--- src/ctd_pkg.sv ---
// constants, register map and field layout of the cable diagnostics unit
package ctd_pkg;
  // ---------------------------------------------------------------------
  // register map (index times four is the byte address)
  // ---------------------------------------------------------------------
  localparam logic [7:0] CTD_IDX_CTRL = 8'h1e;
  localparam logic [7:0] CTD_IDX_RES = 8'h1f;
  localparam logic [7:0] CTD_IDX_IRQ_STAT = 8'h20;
  localparam logic [7:0] CTD_IDX_IRQ_CLR = 8'h21;
  localparam logic [7:0] CTD_IDX_IRQ_EN = 8'h22;
  localparam int CTD_ADDR_W = 10;
  // ---------------------------------------------------------------------
  // control register fields
  // ---------------------------------------------------------------------
  localparam int CTD_REQ_HI = 15;
  localparam int CTD_REQ_LO = 14;
  localparam int CTD_DRV_LO = 12;
  localparam int CTD_LSN_LO = 10;
  localparam int CTD_RNG_LO = 2;
  localparam logic [1:0] CTD_REQ_AUTO = 2'h3;
  localparam logic [1:0] CTD_REQ_SINGLE = 2'h2;
  // ---------------------------------------------------------------------
  // result register fields and codes
  // ---------------------------------------------------------------------
  localparam int CTD_KIND_A_LO = 14;
  localparam int CTD_SHORT_LO = 2;
  localparam logic [1:0] CTD_KIND_SHORT = 2'h3;
  localparam logic [1:0] CTD_KIND_OPEN = 2'h2;
  localparam logic [1:0] CTD_KIND_MISMATCH = 2'h1;
  localparam logic [1:0] CTD_KIND_GOOD = 2'h0;
  localparam logic [7:0] CTD_RANGE_NONE = 8'hff;
  localparam logic [7:0] CTD_RANGE_MAX = 8'hfe;
  localparam logic [7:0] CTD_RANGE_ZERO = 8'h08;
  localparam logic [15:0] CTD_REG_RESET = 16'h0000;
  // ---------------------------------------------------------------------
  // sequencing
  // ---------------------------------------------------------------------
  localparam logic [3:0] CTD_STEP_LAST = 4'h9;
  localparam logic [3:0] CTD_STEP_FIRST_PAIR = 4'h6;
  localparam int CTD_IRQ_W = 2;
  localparam int CTD_IRQ_DONE = 0;
  localparam int CTD_IRQ_SHORT = 1;
  typedef enum logic [1:0] {
    CTD_IDLE = 2'b00,
    CTD_ISSUE = 2'b01,
    CTD_WAIT = 2'b10
  } ctd_state_t;
endpackage : ctd_pkg

--- src/ctd_top.sv ---
// cable reflectometry sequencer with its apb register file
//
// Overview of operation
// - request field shows running, done valid, invalid
// - request 11 runs all ten combinations
// - request 10 runs the selected combination
// - bit 15 self clears; bit 14 valid
// - drive select 00..11 picks pair a..d
// - listen select same encoding as drive
// - automatic run ignores both pair selects
// - distance: chosen pair, or last fault
// - shorts cd..ab first, then pairs d..a
// - no fault gives distance all ones
// - distance code linear, 08 zero, fe 200m
// - per pair kind: short, open, mismatch, good
// - one flag per inter-pair short, bits 7..2
// - single run reports kind in pair a field
//
// Local design decision: the APB interface to the registers.
`timescale 1ns/10ps
`default_nettype none
module ctd_top
  import ctd_pkg::*;
(
  input wire logic i_clk, // core clock, 20 MHz
  input wire logic i_reset, // async reset, active high
  input wire logic i_psel, // apb select
  input wire logic i_penable, // apb access phase
  input wire logic i_pwrite, // apb write
  input wire logic [ctd_pkg::CTD_ADDR_W-1:0] i_paddr, // apb byte address
  input wire logic [31:0] i_pwdata, // apb write data
  output logic o_pready, // apb ready
  output logic [31:0] o_prdata, // apb read data
  output logic o_pslverr, // apb error on unmapped address
  output logic o_probe_start, // one-cycle pulse, launch one reflection
  output logic [1:0] o_probe_drive, // driving pair of the launch
  output logic [1:0] o_probe_listen, // listening pair of the launch
  input wire logic i_probe_done, // one-cycle pulse, measurement finished
  input wire logic [1:0] i_probe_kind, // fault kind found
  input wire logic [7:0] i_probe_range, // distance code of the fault
  input wire logic i_probe_valid, // measurement trustworthy
  output logic o_irq // level interrupt
);
  import ctd_pkg::*;

  // ---------------------------------------------------------------------
  // helpers
  // ---------------------------------------------------------------------
  // driving pair of an automatic step: shorts c-d..a-b, then d,c,b,a
  // steps 0..5 probe the inter-pair shorts, steps 6..9 the single pairs
  // step 9 falls to the default arm, pair a driving and listening
  function automatic logic [1:0] step_drive(input logic [3:0] s);
    case (s)
      4'h0: step_drive = 2'h2;
      4'h1: step_drive = 2'h1;
      4'h2: step_drive = 2'h1;
      4'h3: step_drive = 2'h0;
      4'h4: step_drive = 2'h0;
      4'h5: step_drive = 2'h0;
      4'h6: step_drive = 2'h3;
      4'h7: step_drive = 2'h2;
      4'h8: step_drive = 2'h1;
      default: step_drive = 2'h0;
    endcase
  endfunction : step_drive

  // listening pair of an automatic step, same step numbering
  function automatic logic [1:0] step_listen(input logic [3:0] s);
    case (s)
      4'h0: step_listen = 2'h3;
      4'h1: step_listen = 2'h3;
      4'h2: step_listen = 2'h2;
      4'h3: step_listen = 2'h3;
      4'h4: step_listen = 2'h2;
      4'h5: step_listen = 2'h1;
      4'h6: step_listen = 2'h3;
      4'h7: step_listen = 2'h2;
      4'h8: step_listen = 2'h1;
      default: step_listen = 2'h0;
    endcase
  endfunction : step_listen

  // all ones is kept for no fault, so a measured fault never reports it
  // trade-off: a fault at the very end of the range reads one code short
  function automatic logic [7:0] clip_range(input logic [7:0] r);
    clip_range = (r == CTD_RANGE_NONE) ? CTD_RANGE_MAX : r;
  endfunction : clip_range

  // ---------------------------------------------------------------------
  // state
  // ---------------------------------------------------------------------
  ctd_state_t state_q;
  // run type is latched at start, so later writes cannot change it
  logic auto_q;
  logic valid_q;
  logic [3:0] step_q;
  logic [1:0] drv_sel_q;
  logic [1:0] lsn_sel_q;
  logic [7:0] range_q;
  // kind_q index follows the pair code: 0 is pair a, 3 is pair d
  logic [1:0] kind_q [4];
  // short_q[0] is c-d and short_q[5] is a-b, matching the step order
  logic [5:0] short_q;
  logic [CTD_IRQ_W-1:0] irq_stat_q;
  logic [CTD_IRQ_W-1:0] irq_en_q;
  logic run_end;
  logic [CTD_IRQ_W-1:0] irq_set;

  // apb decode
  logic bus_acc;
  logic bus_wr;
  logic [7:0] bus_idx;
  logic mapped;
  logic busy;
  logic wr_ctrl;
  logic wr_res;
  logic start_auto;
  logic start_single;
  logic [15:0] ctrl_view;
  logic [15:0] res_view;

  // the access completes in its second cycle, when pready comes back high
  assign bus_acc = i_psel & i_penable & ~o_pready;
  assign bus_wr = bus_acc & i_pwrite;
  // index drops the two byte-lane bits, so unaligned low bits are ignored
  assign bus_idx = i_paddr[CTD_ADDR_W-1:2];
  assign mapped = (bus_idx >= CTD_IDX_CTRL) && (bus_idx <= CTD_IDX_IRQ_EN);
  assign busy = (state_q != CTD_IDLE);
  assign wr_ctrl = bus_wr && (bus_idx == CTD_IDX_CTRL);
  assign wr_res = bus_wr && (bus_idx == CTD_IDX_RES) && !busy;
  // a new request while a run is going is ignored
  assign start_auto = wr_ctrl && !busy &&
                      (i_pwdata[CTD_REQ_HI:CTD_REQ_LO] == CTD_REQ_AUTO);
  assign start_single = wr_ctrl && !busy &&
                        (i_pwdata[CTD_REQ_HI:CTD_REQ_LO] == CTD_REQ_SINGLE);
  // a single run ends on its only answer, an automatic one on step nine
  assign run_end = (state_q == CTD_WAIT) && i_probe_done &&
                   (!auto_q || step_q == CTD_STEP_LAST);

  // register views; reserved low bits read as zero
  assign ctrl_view = {busy, busy ? auto_q : valid_q, drv_sel_q, lsn_sel_q, range_q,
                      2'b00};
  assign res_view = {kind_q[0], kind_q[1], kind_q[2], kind_q[3], short_q, 2'b00};

  // ---------------------------------------------------------------------
  // sequencer
  // ---------------------------------------------------------------------
  // one launch per step; the next launch waits for the previous answer
  // limitation: a front end that never answers keeps the unit busy until reset
  always_ff @(posedge i_clk or posedge i_reset) begin
    if (i_reset) begin
      state_q <= CTD_IDLE;
      auto_q <= 1'b0;
      step_q <= 4'h0;
    end else begin
      case (state_q)
        CTD_IDLE: begin
          if (start_auto || start_single) begin
            state_q <= CTD_ISSUE;
            auto_q <= start_auto;
            step_q <= 4'h0;
          end
        end
        CTD_ISSUE: begin
          state_q <= CTD_WAIT;
        end
        CTD_WAIT: begin
          if (i_probe_done) begin
            if (run_end) begin
              state_q <= CTD_IDLE;
            end else begin
              state_q <= CTD_ISSUE;
              step_q <= step_q + 4'h1;
            end
          end
        end
        default: begin
          state_q <= CTD_IDLE;
        end
      endcase
    end
  end

  // launch pulse and pair choice toward the analogue front end
  // the pair outputs hold between launches so the front end may sample late
  always_ff @(posedge i_clk or posedge i_reset) begin
    if (i_reset) begin
      o_probe_start <= 1'b0;
      o_probe_drive <= 2'h0;
      o_probe_listen <= 2'h0;
    end else begin
      o_probe_start <= (state_q == CTD_ISSUE);
      if (state_q == CTD_ISSUE) begin
        if (auto_q) begin
          o_probe_drive <= step_drive(step_q);
          o_probe_listen <= step_listen(step_q);
        end else begin
          o_probe_drive <= drv_sel_q;
          o_probe_listen <= lsn_sel_q;
        end
      end
    end
  end

  // validity: every measurement of the run must be trustworthy
  // one untrustworthy answer marks the run invalid until the next start
  always_ff @(posedge i_clk or posedge i_reset) begin
    if (i_reset) begin
      valid_q <= 1'b0;
    end else if (start_auto || start_single) begin
      valid_q <= 1'b1;
    end else if (state_q == CTD_WAIT && i_probe_done && !i_probe_valid) begin
      valid_q <= 1'b0;
    end
  end

  // pair selects, written by software only while idle
  // writes during a run are dropped, so a launch pair never moves mid-run
  always_ff @(posedge i_clk or posedge i_reset) begin
    if (i_reset) begin
      drv_sel_q <= 2'h0;
      lsn_sel_q <= 2'h0;
    end else if (wr_ctrl && !busy) begin
      drv_sel_q <= i_pwdata[CTD_DRV_LO+1:CTD_DRV_LO];
      lsn_sel_q <= i_pwdata[CTD_LSN_LO+1:CTD_LSN_LO];
    end
  end

  // distance: preset to no fault, overwritten by each later fault
  // software may preload it while idle; a start always overwrites it
  always_ff @(posedge i_clk or posedge i_reset) begin
    if (i_reset) begin
      range_q <= 8'h00;
    end else if (start_auto || start_single) begin
      range_q <= CTD_RANGE_NONE;
    end else if (wr_ctrl && !busy) begin
      range_q <= i_pwdata[CTD_RNG_LO+7:CTD_RNG_LO];
    end else if (state_q == CTD_WAIT && i_probe_done && i_probe_kind != CTD_KIND_GOOD) begin
      // code passes through linearly; 08 and below mean zero metres
      range_q <= clip_range(i_probe_range);
    end
  end

  // per pair fault kinds and inter-pair short flags
  // a single run reports only through the pair a field
  always_ff @(posedge i_clk or posedge i_reset) begin
    if (i_reset) begin
      for (int p = 0; p < 4; p++) begin
        kind_q[p] <= CTD_KIND_GOOD;
      end
      short_q <= 6'h00;
    end else if (start_auto || start_single) begin
      for (int p = 0; p < 4; p++) begin
        kind_q[p] <= CTD_KIND_GOOD;
      end
      short_q <= 6'h00;
    end else if (wr_res) begin
      kind_q[0] <= i_pwdata[CTD_KIND_A_LO+1:CTD_KIND_A_LO];
      kind_q[1] <= i_pwdata[CTD_KIND_A_LO-1:CTD_KIND_A_LO-2];
      kind_q[2] <= i_pwdata[CTD_KIND_A_LO-3:CTD_KIND_A_LO-4];
      kind_q[3] <= i_pwdata[CTD_KIND_A_LO-5:CTD_KIND_A_LO-6];
      short_q <= i_pwdata[CTD_SHORT_LO+5:CTD_SHORT_LO];
    end else if (state_q == CTD_WAIT && i_probe_done) begin
      if (!auto_q) begin
        kind_q[0] <= i_probe_kind;
      end else if (step_q >= CTD_STEP_FIRST_PAIR) begin
        kind_q[step_drive(step_q)] <= i_probe_kind;
      end else if (i_probe_kind == CTD_KIND_SHORT) begin
        // step 0 is c-d at bit 2, step 5 is a-b at bit 7
        short_q[step_q[2:0]] <= 1'b1;
      end
    end
  end

  // ---------------------------------------------------------------------
  // interrupts
  // ---------------------------------------------------------------------
  // bit 0 marks a finished run, bit 1 a short seen between two pairs in an automatic run
  assign irq_set[CTD_IRQ_DONE] = run_end;
  assign irq_set[CTD_IRQ_SHORT] = (state_q == CTD_WAIT) && i_probe_done && auto_q &&
                                  (step_q < CTD_STEP_FIRST_PAIR) &&
                                  (i_probe_kind == CTD_KIND_SHORT);

  // sticky status; a set in the clearing cycle wins
  // writing ones clears a bit; writing zeros leaves it alone
  always_ff @(posedge i_clk or posedge i_reset) begin
    if (i_reset) begin
      irq_stat_q <= '0;
    end else if (bus_wr && bus_idx == CTD_IDX_IRQ_CLR) begin
      irq_stat_q <= (irq_stat_q & ~i_pwdata[CTD_IRQ_W-1:0]) | irq_set;
    end else begin
      irq_stat_q <= irq_stat_q | irq_set;
    end
  end

  // enable mask, same layout as the status bits
  always_ff @(posedge i_clk or posedge i_reset) begin
    if (i_reset) begin
      irq_en_q <= '0;
    end else if (bus_wr && bus_idx == CTD_IDX_IRQ_EN) begin
      irq_en_q <= i_pwdata[CTD_IRQ_W-1:0];
    end
  end

  // registered, so the line lags the status bit by one cycle
  always_ff @(posedge i_clk or posedge i_reset) begin
    if (i_reset) begin
      o_irq <= 1'b0;
    end else begin
      o_irq <= |(irq_stat_q & irq_en_q);
    end
  end

  // ---------------------------------------------------------------------
  // apb answer
  // ---------------------------------------------------------------------
  // one wait state keeps read data and ready straight from flip-flops
  // writes land in the first access cycle, one edge before ready is seen
  // read data is zero outside the answer cycle, so a stale word never leaks
  always_ff @(posedge i_clk or posedge i_reset) begin
    if (i_reset) begin
      o_pready <= 1'b0;
      o_pslverr <= 1'b0;
      o_prdata <= 32'h0000_0000;
    end else begin
      o_pready <= bus_acc;
      o_pslverr <= bus_acc && !mapped;
      o_prdata <= 32'h0000_0000;
      if (bus_acc && !i_pwrite) begin
        case (bus_idx)
          CTD_IDX_CTRL: o_prdata <= {16'h0000, ctrl_view};
          CTD_IDX_RES: o_prdata <= {16'h0000, res_view};
          CTD_IDX_IRQ_STAT: o_prdata <= {30'h0000_0000, irq_stat_q};
          CTD_IDX_IRQ_EN: o_prdata <= {30'h0000_0000, irq_en_q};
          default: o_prdata <= 32'h0000_0000;
        endcase
      end
    end
  end
endmodule : ctd_top
`default_nettype wire

--- config.mk ---
export PLATFORM = sky130hd
export DESIGN_NAME = ctd_top
export DESIGN_NICKNAME = d
export VERILOG_FILES = /design/src/ctd_pkg.sv /design/src/ctd_top.sv
export SDC_FILE = /design/constraint.sdc
export NUM_CORES = 1
export LEC_CHECK = 0
export BUFFER_PORTS_ARGS = -buffer_cell sky130_fd_sc_hd__buf_2
export CORE_ASPECT_RATIO = 0.9
export CORE_MARGIN = 3
export CORE_UTILIZATION = 40
export CTS_BUF_LIST = sky130_fd_sc_hd__clkbuf_16
export DETAILED_ROUTE_END_ITERATION = 8
export PLACE_DENSITY = 0.66
export SLEW_MARGIN = 0
export SYNTH_ARGS = -nofsm -noshare
export SYNTH_HDL_FRONTEND = slang
export SYNTH_SLANG_ARGS = --single-unit
--- constraint.sdc ---
create_clock -name i_clk -period 4.3 [get_ports i_clk]
set_input_delay 0.43 -clock i_clk [delete_from_list [all_inputs] [get_ports i_clk]]
set_output_delay 0.43 -clock i_clk [all_outputs]
set_load 0.005 [all_outputs]
==> impl_results.md, run 1 <==
* Flop pwr share at between 40% and 50%
* Rows at 30
* Clk Tree Root Cell: clkbuf_16
* Number of gates resized after cts at 0
* Predominant post-synthesis flop cell: dfrtp_1
* Sequential share of the synthesized area at approximately 47%
* Area growth syn-to-layout at 18.0%
* Crit path max fanout at 20
* CTS Buf Count at 9
* Power Total at 1.40 mW
* TritonCTS clock tree: done
* Largest net degree at the start of global routing at 63
* P_leak at ~2.0 nW
* Area leader, netlist: dfrtp_1
* Type of the worst setup path: reg2reg
* Yosys cell types at between 40 and 50
* Tmin final at 2.30 ns
* Global-route usage over all layers at 17.6%
* Via count at about 2600
* FFs w/ async S/R, synth at 100%
* Clock transition at the registers of the reported paths at about 0.05 ns
* Fin. Hold Viols at 0
* Critical Path RT at roughly 4.5 ns
* Commonest non-fill, non-tap cells in the layout: buf_2, dfrtp_1, nor2_1
* Final-stage net count at about 460
* Setup TNS at 0 ns
* TritonRoute pass-1 iters at 4
* M1 GR Usage at 23.9%
* Gr ovfl total at 0
* Number of setup buffers added after CTS at 0
* Top cell type's share of synthesized area at around 47%
* Max-slew violations at 0
* Synthesized area at around 0.0033 sq mm
* CORE AREA at just under 0.008 sq mm
* Number of flops mapped to enable cells by yosys at 0
* DR iter-0 viols at 120
* RSZ-0062 raised after global routing: no
* Post-DR wirelength/cell at about 16 um
* Commonest non-fill, non-tap cell in the layout: buf_2
* Clock Power Share at between 40% and 50%
* Power per cell area at roughly 360 mW/mm^2
* Syn. warnings at 0
* Longest Clk Path Bufs at 2
* Comb pwr share at 6.8%
* Vias in the first global route at around 2600
* DR vias/cell at approximately 5.4
* Power Internal at 1.08 mW
* Post-route ant nets at 0
* Clock skew at around 0.0037 ns
* Htree depth at 3
* Synth Instances at between 300 and 400
* Critical Path End Type: register
* Die Ht at a little over 90 um
* Post-DP HPWL at 5510 um
* Synth area leaders: dfrtp_1, mux2i_1, nor2_1
* Period utilisation layout at 53.6%
* Max-Cap Viols at 0
* Fraction of layout cells with a size suffix above 1 at approximately 25%
* Status: completed
* RD Place Congestion at 0.841
* Worst VDD drop at around 0.24 mV
* DRC at 0
* M3 GR Usage at under 10%
* Yosys reg bits at slightly above 60
* Clock Latency Late Sink at 0.33 ns
* Post-detailed-routing wire length at slightly below 8000 um
* Cts hold-fix bufs at 0
* CP Data Arrival Time at between 2 and 3 ns
* Hold WC Path Type: in2async
* Final setup vio count at 0
* Setup crit start kind: register
* Busiest grt layer: met2
* Die Wd at approximately 100 um
* Final core utilization at 50.0%
* Slew @ Worst Pin at 0.899 ns
* Initial Util at 42.4%
* Number of antenna diodes at 0
* NetSw at approximately 0.32 mW
* Sw frac at a little under a quarter
* Initial antenna violation count at 0
* GRT met2 Usage at a little over a quarter
* Number of port buffers at 64
* First-pass GRT wire length at roughly 13000 um
* Die area at between 0.009 and 0.01 sq mm
* Clock sink count at between 60 and 70
* Max Clk Rate at about 0.43 GHz
* IO Pins at 99
* Synth Area per Inst at 9.84 sq um
* Worst slew margin at 39.9%
==> flip-flops by register name, summed over array words and instances, names as in the netlist, 2 cells and up <==
signal	cells
step_q	4
kind_q	8
o_probe_drive	2
irq_stat_q	2
state_q	2
o_prdata	16
lsn_sel_q	2
drv_sel_q	2
irq_en_q	2
o_probe_listen	2
short_q	6
range_q	8
==> per-stage QoR <==
step | hold slack, ns | instance area [sq um] | setup WS [ns] | instances
after floorplan | 0.472 | 3330 | 2.33 | 348
after global placement | 0.460 | 3580 | 1.91 | 478
after detailed placement | 0.469 | 3580 | 1.86 | 478
after CTS | 0.339 | 3870 | 2.03 | 494
after global routing | 0.357 | 3870 | 1.84 | 494
final | 0.323 | 3870 | 2.00 | 494
==> cells in the mapped netlist, types with 2 or more instances <==
library cell  count
o21ai_0          17
xor2_1            2
dfrtp_1          62
and3_1            3
mux2_2           13
nor2b_1           2
nor3b_2           2
mux2i_1          21
inv_1             7
nand3b_1          5
a311oi_1          4
nand2_1          17
and4_1            2
nand4b_1          3
nand3_1           8
a211oi_1          3
nor3b_1           4
buf_2             4
nand2b_1          5
o211ai_1          2
nor3_1           12
clkbuf_1          7
nor2_1           56
ha_1              6
o21bai_1          2
buf_4            18
a21oi_1          21
nand4_1           2
a22o_1            3
==> worst max-delay path, cell delays in order (launching register included) <==
cell and delay (ns):
dfrtp_1 0.39, nand4b_1 0.26, nor3_2 0.36, and3b_1 0.77, mux2_2 0.42
==> logic make-up after synthesis <==
logic type | after synthesis | share of synthesized area, %
AOI/OAI and AO/OA | 59 | 11.0
and+or+nand+nor | 131 | 21.0
buffers and inverters | 38 | 6.80
muxes | 34 | 10.9
other | 1 | 0.114
DFF | 62 | 47.3
adders and majority gates | 6 | 2.29
xor gates and xnor gates | 2 | 0.535
==> worst paths after layout <==
kind	start	to	slack, ns	cells after the start
worst min-delay path	i_reset	o_probe_start	0.32	3
worst max register to register	o_pready	lsn_sel_q[1]	2.00	4
min in group i_clk	i_pwdata[14]	auto_q	0.34	3
worst min register to register	o_probe_drive[0]	o_probe_drive[0]	0.47	2
max in group asynchronous	i_reset	valid_q	3.45	3
worst max-delay path	o_pready	lsn_sel_q[1]	2.00	4
==> per-layer routing <==
layer,vias to the layer above,routed length [um]
met5,-,0
met2,91,3540
li1,1259,-
met4,0,120
met1,1284,3730
met3,13,475
==> layout make-up <==
class                           instances  area [sq um]
Fill cell                             757          3870
Multi-Input combinational cell        248          1560
Sequential cell                        62          1550
Timing Repair Buffer                   65           328
Clock buffer                            9           225
Tap cell                               96           120
Clock inverter                          7          56.3
Inverter                                7          26.3
==> power groups by stage <==
stage	combinational (mW)	clock, mW	sequential, mW
2_1_floorplan	0.0668	0	0.618
3_3_place_gp	0.0936	0	0.620
3_5_place_dp	0.0954	0	0.620
4_1_cts	0.0961	0.701	0.611
5_1_grt	0.109	0.725	0.612
6_report	0.0956	0.691	0.611
Note: power is estimated with default switching activity, not from simulation.
==> run 2: changes to the inputs <==
==> constraint.sdc (replaced) <==
create_clock -name i_clk -period 2.35 [get_ports i_clk]
set_input_delay 0.235 -clock i_clk [delete_from_list [all_inputs] [get_ports i_clk]]
set_output_delay 0.235 -clock i_clk [all_outputs]
set_load 0.005 [all_outputs]
==> impl_results.md, run 2 (synthesis results as in run 1) <==
* Status: completed (unchanged)
* Commonest non-fill, non-tap cell in the layout: buf_2 (unchanged)
* Die Ht at 91.9 um (unchanged)
* Worst reg-to-reg path cell count at 5 (was 4)
* Global-route usage over all layers at 18.0% (was 17.6%)
* Vias in the first global route at 2649 (was 2604)
* Post-detailed-routing wire length at 7900 um (was 7870 um)
* DRC at 0 (unchanged)
* Max-slew violations at 0 (unchanged)
* Number of antenna diodes at 0 (unchanged)
* P_leak at 2.01 nW (was 1.95 nW)
* Post-DP HPWL at 5760 um (was 5510 um)
* Setup crit start kind: register (unchanged)
* First-pass GRT wire length at 13100 um (was 12800 um)
* Die area at 0.00932 sq mm (unchanged)
* Fraction of layout cells with a size suffix above 1 at 25.9% (was 24.6%)
* Tmin final at 1.93 ns (was 2.30 ns)
* Non-Filler Cell Area, Final at 0.00396 sq mm (was 0.00387 sq mm)
* Worst R2R Start: state_q[1] (was o_pready)
* Max Clk Rate at 0.517 GHz (was 0.434 GHz)
* RSZ-0062 raised after global routing: no (unchanged)
* DR iter-0 viols at 129 (was 120)
* Placed Cells at 486 (was 478)
* Number of gates resized after cts at 0 (unchanged)
* Fillers at 729 (was 757)
* Post-DR wirelength/cell at 15.7 um (was 15.9 um)
* Setup TNS at 0 ns (unchanged)
* Critical Path Sink: range_q[5] (was lsn_sel_q[1])
* Largest register FFs at 16 (unchanged)
* Clock Latency Late Sink at 0.33 ns (about the same)
* Crit path max fanout at 11 (was 20)
* Number of setup buffers added after CTS at 0 (unchanged)
* Area growth syn-to-layout at 20.9% (was 18.0%)
* Htree depth at 3 (unchanged)
* Critical Path RT at 2.56 ns (was 4.51 ns)
* Power per cell area at 672 mW/mm^2 (was 361 mW/mm^2)
* Regs by FF count: o_prdata (16), kind_q (8), range_q (8) (unchanged)
* Post-route ant nets at 0 (unchanged)
* Critical Path Max Stage Delay at 0.56 ns (was 0.77 ns)
* Gr ovfl total at 0 (unchanged)
* Cell Area, Placed at 0.00366 sq mm (was 0.00358 sq mm)
* IO Pins at 99 (unchanged)
* Final-stage net count at 466 (was 458)
* CTS Buf Count at 9 (unchanged)
* Top reg by flops: o_prdata (unchanged)
* Critical path, cell by cell: nand3b_2, o21bai_1, mux2_2, nor2_1, a21oi_1 (was nand4b_1, nor3_2, and3b_1, mux2_2)
* Clk Tree Root Cell: clkbuf_16 (unchanged)
* Worst reg2reg setup slack at 0.42 ns (was 2.00 ns)
* Final setup vio count at 0 (unchanged)
* Longest Clk Path Bufs at 2 (unchanged)
* Slew @ Worst Pin at 0.944 ns (was 0.899 ns)
* Critical-path top delay cell: dfrtp_1 (was and3b_1)
* Period utilisation layout at 82.3% (was 53.6%)
* Number of port buffers at 64 (unchanged)
* Max-Cap Viols at 0 (unchanged)
* Initial Util at 42.4% (unchanged)
* Clock transition at the registers of the reported paths at 0.05 ns (about the same)
* Largest net degree at the start of global routing at 35 (was 63)
* Rows at 30 (unchanged)
* DR vias/cell at 5.26 (was 5.36)
* Hold WC Path Type: in2async (unchanged)
* Critical Path End Type: register (unchanged)
* Layout Cells excl Fill at 502 (was 494)
* Worst slew margin at 37.0% (was 39.9%)
* RD Place Congestion at 0.875 (was 0.841)
* CP startpoint: state_q[1] (was o_pready)
* TritonRoute pass-1 iters at 4 (unchanged)
* Via count at 2643 (was 2647)
* Initial antenna violation count at 0 (unchanged)
* TritonCTS clock tree: done (unchanged)
* Die Wd at 101 um (unchanged)
* Cts hold-fix bufs at 0 (unchanged)
* Clock skew at 0.00481 ns (was 0.00369 ns)
* CP Data Arrival Time at 2.14 ns (was 2.51 ns)
* Type of the worst setup path: reg2reg (unchanged)
* Clock sink count at 62 (unchanged)
* Commonest non-fill, non-tap cells in the layout: buf_2, dfrtp_1, nor2_1 (unchanged)
* Critical R2R Capture: range_q[5] (was lsn_sel_q[1])
* CORE AREA at 0.00773 sq mm (unchanged)
* Worst VDD drop at 0.302 mV (was 0.243 mV)
* Fin. Hold Viols at 0 (unchanged)
-- run 2: through the flow --
stage	hold slack, ns	power [mW]	utilization [%]	setup WS (ns)
final	0.00106	2.66	51.2	0.415
after global routing	0.0496	2.77	51.2	0.172
after CTS	0.0168	2.69	51.2	0.417
after detailed placement	0.368	1.32	47.3	0.447
after global placement	0.363	1.31	47.3	0.500
after floorplan	0.342	1.25	-	0.574
-- run 2: worst min-delay path by stage --
stage | from | endpoint | slack [ns] | cells past startpoint
after floorplan | i_probe_done | state_q[1] | 0.34 | 1
after global placement | i_reset | o_probe_start | 0.36 | 2
after detailed placement | i_reset | o_probe_start | 0.37 | 2
after CTS | i_reset | o_probe_start | 0.02 | 2
after global routing | i_reset | o_probe_start | 0.05 | 2
final | i_reset | o_probe_start | 0.001 | 2
-- run 2: report_power, final --
group	total, mW	internal [mW]	switching (mW)
Sequential	1.12	1.10	0.0183
Combinational	0.179	0.0770	0.102
Clock	1.37	0.910	0.455
Total	2.66	2.09	0.575
-- run 2: routing by layer --
layer | up-vias | track usage, % | part of all wire (%)
li1 | 1286 | - | -
met4 | 0 | 3.32 | 0.82
met3 | 6 | 6.62 | 6.4
met1 | 1262 | 23.8 | 47
met2 | 89 | 28.5 | 45
met5 | - | 0 | 0
-- run 2: cell type report --
class / instances / area [sq um] / share of cell area (%)
timing repair buffer: 73 / 400 / 10.1
multi-input combinational: 248 / 1560 / 39.3
sequential: 62 / 1550 / 39.2
clock buffer: 9 / 225 / 5.68
clock inverter: 7 / 80.1 / 2.02
tap: 96 / 120 / 3.03
inverter: 7 / 26.3 / 0.663
-- run 2: critical path, delay by kind of cell, from the launching register on --
family	cells	cell delay (ns)
mux	1	0.39
compound gates	2	0.51
flops	1	0.56
simple gates	2	0.35
==> run 3: changes to the inputs <==
--- a/config.mk
+++ b/config.mk
@@ -5,13 +5,14 @@
 export SDC_FILE = /design/constraint.sdc
 export NUM_CORES = 1
 export LEC_CHECK = 0
+export ABC_AREA = 1
 export BUFFER_PORTS_ARGS = -buffer_cell sky130_fd_sc_hd__buf_2
 export CORE_ASPECT_RATIO = 0.9
 export CORE_MARGIN = 3
 export CORE_UTILIZATION = 40
 export CTS_BUF_LIST = sky130_fd_sc_hd__clkbuf_16
 export DETAILED_ROUTE_END_ITERATION = 8
-export PLACE_DENSITY = 0.66
+export PLACE_DENSITY = 0.67
 export SLEW_MARGIN = 0
 export SYNTH_ARGS = -nofsm -noshare
 export SYNTH_HDL_FRONTEND = slang
==> constraint.sdc (replaced) <==
create_clock -name i_clk -period 1.55 [get_ports i_clk]
set_input_delay 0.155 -clock i_clk [delete_from_list [all_inputs] [get_ports i_clk]]
set_output_delay 0.155 -clock i_clk [all_outputs]
set_load 0.005 [all_outputs]
==> impl_results.md, run 3 <==
* Post-DR wirelength/cell at 14.3 um (was 15.7 um)
* Rows at 32 (was 30)
* DRC at 0 (unchanged)
* RD Place Congestion at 0.973 (was 0.875)
* Die Wd at 106 um (was 101 um)
* Max Clk Rate at 0.643 GHz (was 0.517 GHz)
* Global-route usage over all layers at 19.2% (was 18.0%)
* Worst hold start: i_pwdata[12]
* CP startpoint: step_q[1] (was state_q[1])
* Worst slack, placed at -0.0708 ns (was 0.447 ns)
* Max-slew violations at 0 (unchanged)
* Worst R2R Start: step_q[1] (was state_q[1])
* Met2 WL at 4890 um (was 3590 um)
* Failing checks: setup timing
* Critical Path End Type: register (unchanged)
* Fraction of layout cells with a size suffix above 1 at 38.2% (was 25.9%)
* Placed Cells at 670 (was 486)
* DR iter-0 viols at 192 (was 129)
* Area growth syn-to-layout at 35.8% (was 20.9%)
* Fillers at 778 (was 729)
* Number of port buffers at 64 (unchanged)
* Clock Latency Late Sink at 0.33 ns (about the same)
* CP Buf/Inv Count at 2 (was 0)
* Clk Tree Root Cell: clkbuf_16 (unchanged)
* Max-Cap Viols at 0 (unchanged)
* Fin. Hold Viols at 0 (unchanged)
* Area leader, netlist: dfrtp_1 (unchanged)
* Worst reg2reg setup slack at -0.005 ns (was 0.42 ns)
* Period utilisation layout at 100% (was 82.3%)
* Critical Path Most Common Cell: nand2_1
* Hold Slack at 0.0372 ns (was 0.00106 ns)
* Yosys reg bits at 62 (unchanged)
* Synth area leaders: dfrtp_1, nand2_1, inv_1 (was dfrtp_1, mux2i_1, nor2_1)
* DR vias/cell at 4.97 (was 5.26)
* Critical Path Max Stage Delay at 0.42 ns (was 0.56 ns)
* Hold WC Path Type: in2reg (was in2async)
* Sequential share of the synthesized area at 43.0% (was 47.3%)
* Top reg by flops: o_prdata (unchanged)
* Crit path max fanout at 6 (was 11)
* Commonest non-fill, non-tap cell in the layout: nand2_1 (was buf_2)
* CP Data Arrival Time at 1.82 ns (was 2.14 ns)
* TritonRoute pass-1 iters at 5 (was 4)
* Worst VDD drop at 0.493 mV (was 0.302 mV)
* Longest Clk Path Bufs at 2 (unchanged)
* Synth Instances at 465 (was 333)
* Type of the worst setup path: reg2reg (unchanged)
* First-pass GRT wire length at 15400 um (was 13100 um)
* IO Pins at 99 (unchanged)
* Top sig layer: met4 (unchanged)
* CORE AREA at 0.00869 sq mm (was 0.00773 sq mm)
* Regs by FF count: o_prdata (16), kind_q (8), range_q (8) (unchanged)
* Clock sink count at 62 (unchanged)
* Total length of routed met3 wires at 529 um (was 509 um)
* Setup crit start kind: register (unchanged)
* Synth top cells by count: nand2_1, dfrtp_1, inv_1 (was dfrtp_1, nor2_1, a21oi_1, mux2i_1, buf_4)
* Htree depth at 3 (unchanged)
* Predominant post-synthesis flop cell: dfrtp_1 (unchanged)
* Critical-path top delay cell: dfrtp_2 (was dfrtp_1)
* Final setup vio count at 1 (was 0)
* TritonCTS clock tree: done (unchanged)
* FFs w/ async S/R, synth at 100% (unchanged)
* Final core utilization at 56.4% (was 51.2%)
* Clock transition at the registers of the reported paths at 0.05 ns (about the same)
* Initial antenna violation count at 0 (unchanged)
* Number of antenna diodes at 0 (unchanged)
* Clock skew at 0.00645 ns (was 0.00481 ns)
* Syn. warnings at 0 (unchanged)
* Largest net degree at the start of global routing at 63 (was 35)
* Status: complete, but fails checks (was completed)
* Number of flops mapped to enable cells by yosys at 0 (unchanged)
* Layout Cells excl Fill at 695 (was 502)
* Post-DP HPWL at 7090 um (was 5760 um)
* Post-route ant nets at 0 (unchanged)
* CTS Buf Count at 9 (unchanged)
* Largest register FFs at 16 (unchanged)
* Die area at 0.0102 sq mm (was 0.00932 sq mm)
* Final worst slack at -0.00524 ns (was 0.415 ns)
* Setup TNS at -0.00524 ns (was 0 ns)
* Metal-1 WL at 4270 um (was 3740 um)
* Power Total at 6.47 mW (was 2.66 mW)
* Yosys cell types at 38 (was 49)
* P_leak at 2.47 nW (was 2.01 nW)
* Synthesized area at 0.00361 sq mm (was 0.00328 sq mm)
* Die Ht at 96.1 um (was 91.9 um)
* Top cell type's share of synthesized area at 43.0% (was 47.3%)
* Synth Area per Inst at 7.76 sq um (was 9.84 sq um)
* RSZ-0062 raised after global routing: yes (was no)
* Vias in the first global route at 3190 (was 2649)
* Initial Util at 41.5% (was 42.4%)
* Critical path, cell by cell: buf_4, nand2_1, nand2_1, nand2_4, inv_2, o21ai_2, nand2_1, nand2_1, nand2_1, nand2_1 (was nand3b_2, o21bai_1, mux2_2, nor2_1, a21oi_1)
* Non-Filler Cell Area, Final at 0.00490 sq mm (was 0.00396 sq mm)
* Power per cell area at 1320 mW/mm^2 (was 672 mW/mm^2)
* Tmin final at 1.56 ns (was 1.93 ns)
* Post-detailed-routing wire length at 9920 um (was 7900 um)
* Gr ovfl total at 0 (unchanged)
* Critical Path RT at 1.81 ns (was 2.56 ns)
* Cell Area, Placed at 0.00423 sq mm (was 0.00366 sq mm)
* Critical path's top delay family: simple AND/OR/NAND/NOR gates (was flip-flops)
* Final-stage net count at 636 (was 466)
* Via count at 3456 (was 2643)
* Commonest non-fill, non-tap cells in the layout: nand2_1, buf_2, dfrtp_1 (was buf_2, dfrtp_1, nor2_1)
* Most common cell in the netlist: nand2_1 (was dfrtp_1)
## run 3: cell count changes after synthesis, sizes merged, moves of 8 or more
cell,change
nand3,+27
mux2i,-21
mux2,-13
nand4,+8
inv,+39
nand2,+146
nor2,-16
## run 3: layout make-up
| cell class | instances | area [sq um] | area share [%] |
|---|---|---|---|
| Multi-Input combinational cell | 346 | 2000 | 40.9 |
| Sequential cell | 62 | 1560 | 31.8 |
| Timing Repair Buffer | 106 | 704 | 14.4 |
| Clock buffer | 9 | 225 | 4.60 |
| Inverter | 46 | 194 | 3.96 |
| Tap cell | 119 | 149 | 3.04 |
| Clock inverter | 7 | 65.1 | 1.33 |
## run 3: power breakdown
group	switching [mW]	internal (mW)	total (mW)
logic	1.39	1.02	2.41
clock network	0.725	1.23	1.96
registers	0.199	1.91	2.10
## run 3: worst register-to-register path: stages (launching register included)
cell and delay, ns:
dfrtp_2 0.42, buf_4 0.17, nand2_1 0.11, nand2_1 0.12, nand2_4 0.13, inv_2 0.08
o21ai_2 0.18, nand2_1 0.08, nand2_1 0.08, nand2_1 0.06, nand2_1 0.07
## run 3: worst paths after layout
check | endpoint | cells after the start
max | kind_q[6] | 10
max reg2reg | kind_q[6] | 10
min reg2reg | irq_stat_q[0] | 2
min in group asynchronous | o_prdata[4] | 4
min | drv_sel_q[0] | 3
max in group asynchronous | step_q[2] | 4
## run 3: cell families (layout without fill, tap and decap cells)
family                   after synthesis  after routing  synth area share [%]
AND/OR/NAND/NOR                      257            258                  32.6
buffers and inverters                 73            168                  10.4
AO/OA/AOI/OAI                         64             64                  11.3
flip-flops                            62             62                  43.0
adder cells (fa/ha/maj)                6              6                  2.08
XOR/XNOR                               2              2                 0.486
other                                  1             16                 0.104
## run 3: layer usage
| layer | GRT usage (%) | up-vias |
|---|---|---|
| met1 | 24.9 | 1620 |
| met2 | 32.3 | 125 |
| met3 | 3.55 | 21 |
| li1 | - | 1690 |
| met4 | 7.01 | 0 |
| met5 | 0 | - |
## run 3: timing repair
item / 4_1_cts / 5_1_grt
pin swaps: 8 / 22
endpoints found under the hold margin: 62 / 0
hold buffers: 1 / 0
resized for setup: 18 / 63
endpoints found under the setup margin: 18 / 28
gates cloned: 0 / 1
buffers inserted: 4 / 3
